`src/logic/vme_window_pkg.sv`:
```
// Overview of operation
// - The second window's end bound sits in bits 31..16 of its bound word, read/write, zero at reset.
// - The second window's start bound sits in bits 15..0 of the same word, read/write, zero at reset.
// - The first window's translation word top half holds the local start, and is the sum offset when the adder is on; this design only stores it and reads it back.
// - The second window's translation word top half holds the local start, and is the sum offset when its adder is on.
// - With the post bit set, writes that hit the second window are posted; with it clear they are not.
// - For the first processor kind the two snoop bits drive 00 off, 01 sink, 10 invalidate, 11 off.
// - For the second processor kind snoop codes 00 and 10 enable snooping and 01 and 11 disable it.
// - With the adder bit set the local address is a sum; with it clear it is formed by replacement.
// - Only four bits of the second window's control byte are used; the upper four read zero; all clear at reset.
// - Bits 23..16 enable privileged, nonprivileged, A32, A24, D64, block, program and operand cycles.
// - A window decodes only with at least one enable set in each of the kind, width and privilege groups.
// - In sum mode local bits 31..16 are offset plus address bits 31..16, with bits 31..24 zeroed for A24.
// - In replacement mode each set mask bit takes the translation bit, each clear one the incoming bit.
// - For A24 cycles the upper eight incoming address bits are zeroed before the bound compare.
package vme_window_pkg;

  // Register byte addresses.
  localparam logic [31:0] W2_BOUND_ADDR = 32'hFFF40004;
  localparam logic [31:0] W1_XLATE_ADDR = 32'hFFF40008;
  localparam logic [31:0] W2_XLATE_ADDR = 32'hFFF4000C;
  localparam logic [31:0] W2_CTRL_ADDR  = 32'hFFF40010;
  localparam logic [31:0] BLOCK_CFG_ADDR  = 32'hFFF40080;
  localparam logic [31:0] BLOCK_STAT_ADDR = 32'hFFF40084;

  // Value after reset and writable bits of each word.
  localparam logic [31:0] REG_RESET       = 32'h00000000;
  localparam logic [31:0] FULL_WORD_MASK  = 32'hFFFFFFFF;
  localparam logic [31:0] W2_CTRL_WR_MASK = 32'h0FFF0000;
  localparam logic [31:0] CFG_WR_MASK     = 32'h00000001;

  // Field positions.
  localparam int HALF_HI_LSB  = 16;
  localparam int POST_BIT     = 24;
  localparam int SNOOP_LSB    = 25;
  localparam int ADDER_BIT    = 27;
  localparam int AM_LSB       = 16;
  localparam int AM_OPERAND   = 0;
  localparam int AM_PROGRAM   = 1;
  localparam int AM_BLOCK     = 2;
  localparam int AM_D64       = 3;
  localparam int AM_A24       = 4;
  localparam int AM_A32       = 5;
  localparam int AM_NONPRIV   = 6;
  localparam int AM_PRIV      = 7;
  localparam int CPU_KIND_BIT = 0;

  // Bus answer codes.
  localparam logic [1:0] RESP_OKAY   = 2'h0;
  localparam logic [1:0] RESP_DECERR = 2'h3;

  // Master to slave signals of the register bus.
  typedef struct packed {
    logic [31:0] awaddr;
    logic        awvalid;
    logic [31:0] wdata;
    logic [3:0]  wstrb;
    logic        wvalid;
    logic        bready;
    logic [31:0] araddr;
    logic        arvalid;
    logic        rready;
  } axi_req_s;

  // Slave to master signals of the register bus.
  typedef struct packed {
    logic        awready;
    logic        wready;
    logic        bvalid;
    logic [1:0]  bresp;
    logic        arready;
    logic        rvalid;
    logic [31:0] rdata;
    logic [1:0]  rresp;
  } axi_rsp_s;

  // Decoded inbound VMEbus cycle.
  typedef struct packed {
    logic        strobe;
    logic        write;
    logic        a24;
    logic        privileged;
    logic        program_access;
    logic        block;
    logic        d64;
    logic [31:0] addr;
  } vme_cycle_s;

  // Result of the window decode toward the local bus.
  typedef struct packed {
    logic        hit;
    logic [31:0] addr;
    logic        post_write;
    logic        snoop_enable;
    logic [1:0]  snoop_code;
  } local_out_s;

  // Whole state of the decoder.
  typedef struct packed {
    logic [31:0] w2_bound;
    logic [31:0] w1_xlate;
    logic [31:0] w2_xlate;
    logic [31:0] w2_ctrl;
    logic [31:0] cfg;
    logic [31:0] aw_addr;
    logic        aw_full;
    logic [31:0] w_data;
    logic [3:0]  w_strb;
    logic        w_full;
    logic        bvalid;
    logic [1:0]  bresp;
    logic        rvalid;
    logic [31:0] rdata;
    logic [1:0]  rresp;
    vme_cycle_s  sync1;
    vme_cycle_s  sync2;
    vme_cycle_s  sync3;
    vme_cycle_s  cyc;
    local_out_s  out;
  } state_s;

endpackage

```
`src/logic/vme_slave_window_decoder.sv`:
```
// The AXI4-Lite interface to the registers is this design's own decision.
`timescale 1ns/1ps
`default_nettype none
module vme_slave_window_decoder
(
  // Clock, reset and clock enable.
  input  wire logic                       sys_clk,
  input  wire logic                       rst,
  input  wire logic                       ce,
  // Register bus.
  input  wire vme_window_pkg::axi_req_s   axi_req,
  output var  vme_window_pkg::axi_rsp_s   axi_rsp,
  // Inbound VMEbus cycle from the pins.
  input  wire vme_window_pkg::vme_cycle_s vme_cycle,
  // Decode result toward the local bus.
  output var  vme_window_pkg::local_out_s local_out
);
  import vme_window_pkg::*;

  state_s s_r;
  state_s s_nxt;

  logic        aw_ready;
  logic        w_ready;
  logic        ar_ready;
  logic [15:0] vme_hi;
  logic [15:0] end_bound;
  logic [15:0] start_bound;
  logic [15:0] offset;
  logic [15:0] mask;
  logic [7:0]  am_sel;
  logic [1:0]  snoop;
  logic        kind_ok;
  logic        width_ok;
  logic        priv_ok;
  logic        groups_ok;
  logic        in_range;
  logic [15:0] sum_hi;
  logic [15:0] repl_hi;

  // Merges written bytes into a register, keeping only its writable bits.
  function automatic logic [31:0] merge(input logic [31:0] old_val,
                                        input logic [31:0] wr_val,
                                        input logic [3:0]  strb,
                                        input logic [31:0] wr_mask);
    logic [31:0] lanes;
    lanes = {{8{strb[3]}}, {8{strb[2]}}, {8{strb[1]}}, {8{strb[0]}}} & wr_mask;
    return (old_val & ~lanes) | (wr_val & lanes);
  endfunction

  // Register slots behind the bus; any other address is unmapped.
  typedef enum logic [2:0] {
    SLOT_BOUND,
    SLOT_W1_XLATE,
    SLOT_W2_XLATE,
    SLOT_CTRL,
    SLOT_CFG,
    SLOT_STAT,
    SLOT_NONE
  } slot_e;

  // Maps a byte address onto its slot; the write, the read and both answer codes share it.
  function automatic slot_e slot_of(input logic [31:0] addr);
    slot_e slot;
    unique case (addr)
      W2_BOUND_ADDR:
      begin
        slot = SLOT_BOUND;
      end
      W1_XLATE_ADDR:
      begin
        slot = SLOT_W1_XLATE;
      end
      W2_XLATE_ADDR:
      begin
        slot = SLOT_W2_XLATE;
      end
      W2_CTRL_ADDR:
      begin
        slot = SLOT_CTRL;
      end
      BLOCK_CFG_ADDR:
      begin
        slot = SLOT_CFG;
      end
      BLOCK_STAT_ADDR:
      begin
        slot = SLOT_STAT;
      end
      default:
      begin
        slot = SLOT_NONE;
      end
    endcase
    return slot;
  endfunction

  // Snoop request per processor kind: the first kind snoops on the two dirty-source codes,
  // the second kind on both codes whose low bit is clear; code three never snoops.
  function automatic logic snoop_on(input logic [1:0] code,
                                    input logic       second_kind);
    logic on;
    unique case (code)
      2'h0:
      begin
        on = second_kind;
      end
      2'h1:
      begin
        on = !second_kind;
      end
      2'h2:
      begin
        on = 1'b1;
      end
      2'h3:
      begin
        on = 1'b0;
      end
    endcase
    return on;
  endfunction

  slot_e wr_slot;
  slot_e rd_slot;

  // Slot of the held write address and of the offered read address.
  assign wr_slot = slot_of(s_r.aw_addr);
  assign rd_slot = slot_of(axi_req.araddr);

  // Handshake readies: one write and one read at a time, held low while the clock enable is low.
  assign aw_ready = ce && !s_r.aw_full && !s_r.bvalid;
  assign w_ready  = ce && !s_r.w_full && !s_r.bvalid;
  assign ar_ready = ce && !s_r.rvalid;

  // Bus answer assembled from flops and readies.
  always_comb
  begin
    axi_rsp.awready = aw_ready;
    axi_rsp.wready  = w_ready;
    axi_rsp.bvalid  = s_r.bvalid;
    axi_rsp.bresp   = s_r.bresp;
    axi_rsp.arready = ar_ready;
    axi_rsp.rvalid  = s_r.rvalid;
    axi_rsp.rdata   = s_r.rdata;
    axi_rsp.rresp   = s_r.rresp;
  end

  assign local_out = s_r.out;

  // Field views of the registers and of the settled cycle.
  assign end_bound   = s_r.w2_bound[31:HALF_HI_LSB];
  assign start_bound = s_r.w2_bound[HALF_HI_LSB-1:0];
  assign offset      = s_r.w2_xlate[31:HALF_HI_LSB];
  assign mask        = s_r.w2_xlate[HALF_HI_LSB-1:0];
  assign am_sel      = s_r.w2_ctrl[AM_LSB +: 8];
  assign snoop       = s_r.w2_ctrl[SNOOP_LSB +: 2];

  // A24 cycles see their upper eight address bits as zero.
  assign vme_hi = s_r.cyc.a24 ? {8'h00, s_r.cyc.addr[23:16]} : s_r.cyc.addr[31:16];

  // Cycle kind, address width and privilege matched against the enables.
  always_comb
  begin
    if (s_r.cyc.d64)
    begin
      kind_ok = am_sel[AM_D64];
    end
    else if (s_r.cyc.block)
    begin
      kind_ok = am_sel[AM_BLOCK];
    end
    else if (s_r.cyc.program_access)
    begin
      kind_ok = am_sel[AM_PROGRAM];
    end
    else
    begin
      kind_ok = am_sel[AM_OPERAND];
    end
    width_ok = s_r.cyc.a24 ? am_sel[AM_A24] : am_sel[AM_A32];
    priv_ok  = s_r.cyc.privileged ? am_sel[AM_PRIV] : am_sel[AM_NONPRIV];
  end

  // Each group needs one enable set, so a cleared select turns the window off.
  assign groups_ok = (|am_sel[AM_D64:AM_OPERAND]) && (|am_sel[AM_A32:AM_A24]) &&
                     (|am_sel[AM_PRIV:AM_NONPRIV]);
  assign in_range  = (vme_hi >= start_bound) && (vme_hi <= end_bound);

  // Both translation forms of the upper local address half.
  assign sum_hi  = offset + vme_hi;
  assign repl_hi = (offset & mask) | (vme_hi & ~mask);

  // Next state of registers, bus slave, pin synchronisers and decode outputs.
  always_comb
  begin
    s_nxt = s_r;

    // Write address and data are taken in either order.
    if (axi_req.awvalid && aw_ready)
    begin
      s_nxt.aw_addr = axi_req.awaddr;
      s_nxt.aw_full = 1'b1;
    end
    if (axi_req.wvalid && w_ready)
    begin
      s_nxt.w_data = axi_req.wdata;
      s_nxt.w_strb = axi_req.wstrb;
      s_nxt.w_full = 1'b1;
    end

    // Once both halves are held, the write lands and the answer is raised.
    if (s_r.aw_full && s_r.w_full)
    begin
      s_nxt.aw_full = 1'b0;
      s_nxt.w_full  = 1'b0;
      s_nxt.bvalid  = 1'b1;
      s_nxt.bresp   = (wr_slot == SLOT_NONE) ? RESP_DECERR : RESP_OKAY;
      unique case (wr_slot)
        SLOT_BOUND:
          s_nxt.w2_bound = merge(s_r.w2_bound, s_r.w_data, s_r.w_strb,
                                 FULL_WORD_MASK);
        SLOT_W1_XLATE:
          s_nxt.w1_xlate = merge(s_r.w1_xlate, s_r.w_data, s_r.w_strb,
                                 FULL_WORD_MASK);
        SLOT_W2_XLATE:
          s_nxt.w2_xlate = merge(s_r.w2_xlate, s_r.w_data, s_r.w_strb,
                                 FULL_WORD_MASK);
        SLOT_CTRL:
          s_nxt.w2_ctrl = merge(s_r.w2_ctrl, s_r.w_data, s_r.w_strb,
                                W2_CTRL_WR_MASK);
        SLOT_CFG:
          s_nxt.cfg = merge(s_r.cfg, s_r.w_data, s_r.w_strb, CFG_WR_MASK);
        SLOT_STAT, SLOT_NONE:
        begin
          s_nxt.cfg = s_r.cfg;
        end
      endcase
    end
    if (s_r.bvalid && axi_req.bready)
    begin
      s_nxt.bvalid = 1'b0;
    end

    // Reads answer one cycle after the address is taken.
    if (axi_req.arvalid && ar_ready)
    begin
      s_nxt.rvalid = 1'b1;
      s_nxt.rresp  = (rd_slot == SLOT_NONE) ? RESP_DECERR : RESP_OKAY;
      unique case (rd_slot)
        SLOT_BOUND:    s_nxt.rdata = s_r.w2_bound;
        SLOT_W1_XLATE: s_nxt.rdata = s_r.w1_xlate;
        SLOT_W2_XLATE: s_nxt.rdata = s_r.w2_xlate;
        SLOT_CTRL:     s_nxt.rdata = s_r.w2_ctrl;
        SLOT_CFG:      s_nxt.rdata = s_r.cfg;
        SLOT_STAT:     s_nxt.rdata = {s_r.out.addr[31:16], 15'h0000, s_r.out.hit};
        SLOT_NONE:     s_nxt.rdata = REG_RESET;
      endcase
    end
    else if (s_r.rvalid && axi_req.rready)
    begin
      s_nxt.rvalid = 1'b0;
    end

    // Pins pass three stages; a value counts once the second and third agree.
    s_nxt.sync1 = vme_cycle;
    s_nxt.sync2 = s_r.sync1;
    s_nxt.sync3 = s_r.sync2;
    if (s_r.sync2 == s_r.sync3)
    begin
      s_nxt.cyc = s_r.sync3;
    end

    // Decode of the settled cycle, registered toward the local bus.
    s_nxt.out.hit = s_r.cyc.strobe && groups_ok && kind_ok && width_ok &&
                    priv_ok && in_range;
    if (s_r.w2_ctrl[ADDER_BIT])
    begin
      s_nxt.out.addr = {sum_hi, s_r.cyc.addr[15:0]};
    end
    else
    begin
      s_nxt.out.addr = {repl_hi, s_r.cyc.addr[15:0]};
    end
    s_nxt.out.post_write = s_nxt.out.hit && s_r.cyc.write &&
                           s_r.w2_ctrl[POST_BIT];
    s_nxt.out.snoop_code   = snoop;
    s_nxt.out.snoop_enable = snoop_on(snoop, s_r.cfg[CPU_KIND_BIT]);
  end

  // State register; everything clears on reset and holds while the enable is low.
  always_ff @(posedge sys_clk or posedge rst)
  begin
    if (rst)
    begin
      s_r <= '0;
    end
    else if (ce)
    begin
      s_r <= s_nxt;
    end
  end

endmodule
`default_nettype wire

```
`config.mk`:
```
export PLATFORM = sky130hd
export DESIGN_NAME = vme_slave_window_decoder
export DESIGN_NICKNAME = d
export VERILOG_FILES = /design/src/logic/vme_window_pkg.sv /design/src/logic/vme_slave_window_decoder.sv
export SDC_FILE = /design/constraint.sdc
export NUM_CORES = 1
export LEC_CHECK = 0
export BUFFER_PORTS_ARGS = -buffer_cell sky130_fd_sc_hd__buf_2
export CORE_MARGIN = 1.5
export CORE_UTILIZATION = 51
export DETAILED_ROUTE_END_ITERATION = 8
export GPL_TIMING_DRIVEN = 0
export HOLD_SLACK_MARGIN = 0.03
export PLACE_DENSITY = 0.73
export SYNTH_ARGS = -nofsm -noshare
export SYNTH_HDL_FRONTEND = slang
export SYNTH_SLANG_ARGS = --single-unit
```
`constraint.sdc`:
```
create_clock -name sys_clk -period 13.35 [get_ports sys_clk]
set_clock_uncertainty 0.2 [all_clocks]
set_input_delay 1.335 -clock sys_clk [delete_from_list [all_inputs] [get_ports sys_clk]]
set_output_delay 1.335 -clock sys_clk [all_outputs]
set_load 0.05 [all_outputs]
```
Word level (Yosys, flattened, before mapping)
Cells that the tools add are included.
W data, S select, Z words.

operators by class
  add/sub/neg operators = 1
  bitwise operators = 20
  muxes and demuxes = 20
  $lt $le $gt $ge = 2
  reductions and logical operators = 50
  equality and inequality tests = 27

operators by type and width
  kind                    number
  $eq A32 B32 Y1 const B  12
  $pmux W32 S7            1
  $and A32 B32 Y32        6
  $or A32 B32 Y32         5
  $eq A39 B39 Y1          1
  $pmux W3 S6             2
  $and A16 B16 Y16        2
  $and A32 B1 Y32         1
  $and A32 B28 Y32        1
  $mux W32                1
  $not A1 Y32             1
  $not A28 Y32            1
  $not A32 Y32            1
  $logic_and A1 B1 Y1     21
  $reduce_and A2 Y1       9
  $add A16 B16 Y16        1
  $ge A16 B16 Y1          1
  $le A16 B16 Y1          1
  $mux W16                1
  $not A16 Y16            1
  $or A16 B16 Y16         1
  $eq A3 B3 Y1 const B    5
  $reduce_and A3 Y1       5
  $eq A3 B2 Y1 const B    4
  13 further kinds        35

storage, ports and cells
  bits of input ports = 147
  output and inout bits = 78
  bits in registers = 461
  logic and storage cells = 172

Logic depth before layout (Yosys ltp)
  word-level depth = 10
  gate-level depth with buffers = 10
  gate-level depth less buffers = 10

Worst setup path before layout
OpenSTA, ideal clock, no wires.

  kind = input-to-output
  start point = in ce
  end point = out axi_rsp[35] in the netlist's numbering
  data arrival time = 2.143 ns
  stages = 4
  setup slack = 9.672 ns
  required time = 11.815 ns
  path through = clkbuf_1 -> clkinv_1 -> nor2_1 -> buf_4

on the way
  cells in the longest elaborated chain, start to end = 1

ends and longest elaborated chain
  element              line                             RTL
  from (decl)          vme_slave_window_decoder.sv:9    input wire logic ce,
  $logic_and A1 B1 Y1  vme_slave_window_decoder.sv:134  assign ar_ready = ce && !s_r.rvalid;
  to (decl)            vme_slave_window_decoder.sv:12   output var vme_window_pkg::axi_rsp_s axi_rsp,

No other way between the ends.

Worst setup path after layout
Same ends and word-level chain as after synthesis.

==> results by group <==
Global routing
  • Grt ovf: 0
  • First-pass GRT wire length: 76.6 mm
  • Vias in the first global route: 13375
  • Largest net degree at the start of global routing: 131
  • Total track usage: 25.7%
  • Number of antenna violations at the first check in global routing: 0

Yosys
  • Avg Inst Size Synth: 12.2 µm²
  • Post-Syn Area: 0.0193 mm²
  • Synth area leader: dfrtp_1
  • Cells after Synth: 1585
  • #FFs+latches synth: 408
  • Yosys cell types: 67
  • Synth area leaders: dfrtp_1, mux2_2, ha_1
  • Post-synth ARST share: 100%
  • Ys Warns: 0
  • Synth top area share: 52.9%
  • Syn nets: 1780
  • Post-synth EDFFs: 0
  • Sequential share of the synthesized area: 52.9%
  • Top FF cell, synth: dfrtp_1

CTS
  • Setup Buffers After CTS: 0
  • CTS H-tree lvls: 2
  • Root Driver: clkbuf_16
  • Clock sinks: 408
  • Hold buffers post-CTS: 0
  • CTS tree: built
  • Worst-path clk slew: 60 ps
  • Clock Latency Late Sink: 580 ps
  • CTS max path bufs: 3
  • CTS buffer count: 43
  • Post-cts resize count: 0

Timing
  • Minimum clock period: 4680 ps
  • RSZ-0062 raised after global routing: no
  • Final WS setup: 8670 ps
  • Slew Limit Fails: 0
  • Final Cycle Share: 35.1%
  • Setup TNS: 0 ps
  • Worst Tran Pin Value: 1000 ps
  • Final Hold Vio Count: 0
  • Setup violations, final: 0
  • Max-slew headroom: 32.4%
  • Achievable Freq: 0.214 GHz

Flow run
  • Max-cap viol count: 0

Status
  • Status: finished clean

Floorplan
  • Die W: 198 µm
  • Row Count: 71
  • Core area: 0.0375 mm²
  • Die area: 0.0390 mm²
  • Initial core utilization: 51.5%
  • Die H: 198 µm
  • I/O pins: 225

Detailed routing
  • Antenna Violating Nets Remaining: 0
  • DR vias/cell: 5.59
  • Residual DRC: 0
  • Routed WL per cell: 20.6 µm
  • Via count: 13422
  • Drt pass-1 iters: 5
  • Routed WL: 49.6 mm
  • Initial DRC Count: 835

Finish
  • Layout area overhead: 17.0%
  • Layout cell share with drive strength beyond 1: 38.7%
  • Post-layout util: 60.3%
  • Final nets: 2051
  • FILL cells: 3121
  • Final Non-Filler Cells: 2402
  • ANT cells: 0

Power
  • Total power draw: 3.22 mW
  • Worst VDD drop: 0.000117 V
  • Cell Pwr Density: 142 mW/mm²
  • Leak: 10.9 nW

Place
  • GP Congestion: 0.910
  • Dpl ws: 8710 ps
  • Placed Instances: 2322
  • Buffers on Ports: 223
  • DP HPWL: 37.4 mm

Setup path
  • CP required: 11810 ps
  • Endpoint type of the worst setup path: primary output
  • Most used cell, CP: buf_2
  • CP Launch Type: input pin
  • Worst path cell trace: buf_2 -> clkbuf_1 -> clkinv_1 -> nor2_1 -> buf_4 -> buf_2
  • Worst-path fanout max: 10
  • Crit path max-delay cell type: clkinv_1
  • CP arrival: 3150 ps
  • Crit path kind: input pin to primary output
  • Delay of the slowest cell on the worst path: 540 ps

Min path
  • Hold crit path type: flop to flop
final cells by class:
cell class | count | area (µm²) | area share [%]
plain buffers | 144 | 835 | 3.69
flip-flops and latches | 408 | 10200 | 45.2
repair buffers | 226 | 1200 | 5.31
clock buffers | 62 | 1240 | 5.48
well taps | 511 | 639 | 2.83
clock inverters | 18 | 205 | 0.908
inverters | 60 | 233 | 1.03
multi-input cells | 973 | 8040 | 35.6
through the flow:
step,cell area [µm²],hold WS [ps]
after CTS,22600,288
after detailed placement,21200,275
after floorplan,19300,244
after global routing,22600,306
after global placement,21100,264
final,22600,282
Yosys cell counts, drive strengths merged, types with 15 or more instances:
cell	number
dfrtp	408
mux2	344
o21ai	88
buf	85
nand2	81
nor2	73
a21oi	62
clkbuf	59
inv	59
ha	47
xnor2	32
mux2i	24
nand4	19
o211ai	16
a21o	15
o41ai	15
logic make-up after synthesis:
logic type | after synthesis | synth area share, %
simple gates | 257 | 6.95
compound gates | 262 | 8.48
fa+ha+maj | 48 | 3.15
xor+xnor | 38 | 1.72
mux | 368 | 21.3
flops | 408 | 52.9
buf+inv | 204 | 5.49
power breakdown:
part           leakage [nW]  internal, mW  switching (mW)
Combinational          4.92         0.220           0.210
Clock                 0.716         0.708           0.507
Sequential             5.28          1.40           0.170
worst paths after layout:
check	startpoint	end	slack (ps)	cells after the start
max in group asynchronous	rst	s_r[50]$_DFFE_PP0P_	10940	4
min	axi_rsp[32]$_DFFE_PP0P_	axi_rsp[32]$_DFFE_PP0P_	280	2
min reg2reg	axi_rsp[32]$_DFFE_PP0P_	axi_rsp[32]$_DFFE_PP0P_	280	2
max reg2reg	s_r[286]$_DFFE_PP0P_	flop	9800	6
min in group asynchronous	rst	s_r[249]$_DFFE_PP0P_	580	2
max	ce	axi_rsp[35]	8670	6
metal layers:
layer	global-route usage, %	up-vias	share of wire (%)
li1	-	6120	-
met1	35.1	6785	44
met2	42.1	423	48
met3	3.24	94	5.1
met4	9.67	0	3.4
met5	0	-	0
cell usage in the layout (no fill, tap or decap), types with 12 or more instances in the layout:
| cell type | n |
|---|---|
| a21o_1 | 15 |
| a21oi_1 | 62 |
| a22o_1 | 12 |
| buf_2 | 224 |
| buf_4 | 78 |
| clkbuf_1 | 69 |
| clkbuf_16 | 43 |
| dfrtp_1 | 408 |
| ha_1 | 47 |
| inv_1 | 58 |
| mux2_2 | 338 |
| mux2i_1 | 24 |
| nand2_1 | 73 |
| nand4_1 | 19 |
| nor2_1 | 73 |
| nor2b_1 | 12 |
| o211ai_1 | 16 |
| o21ai_0 | 88 |
| o41ai_1 | 15 |
| xnor2_1 | 32 |
critical path, delay by kind of cell:
kind                   cells  cell delay [ps]
and+or+nand+nor            1              230
buffers and inverters      5             1580
(Power assumes the default switching activity.)
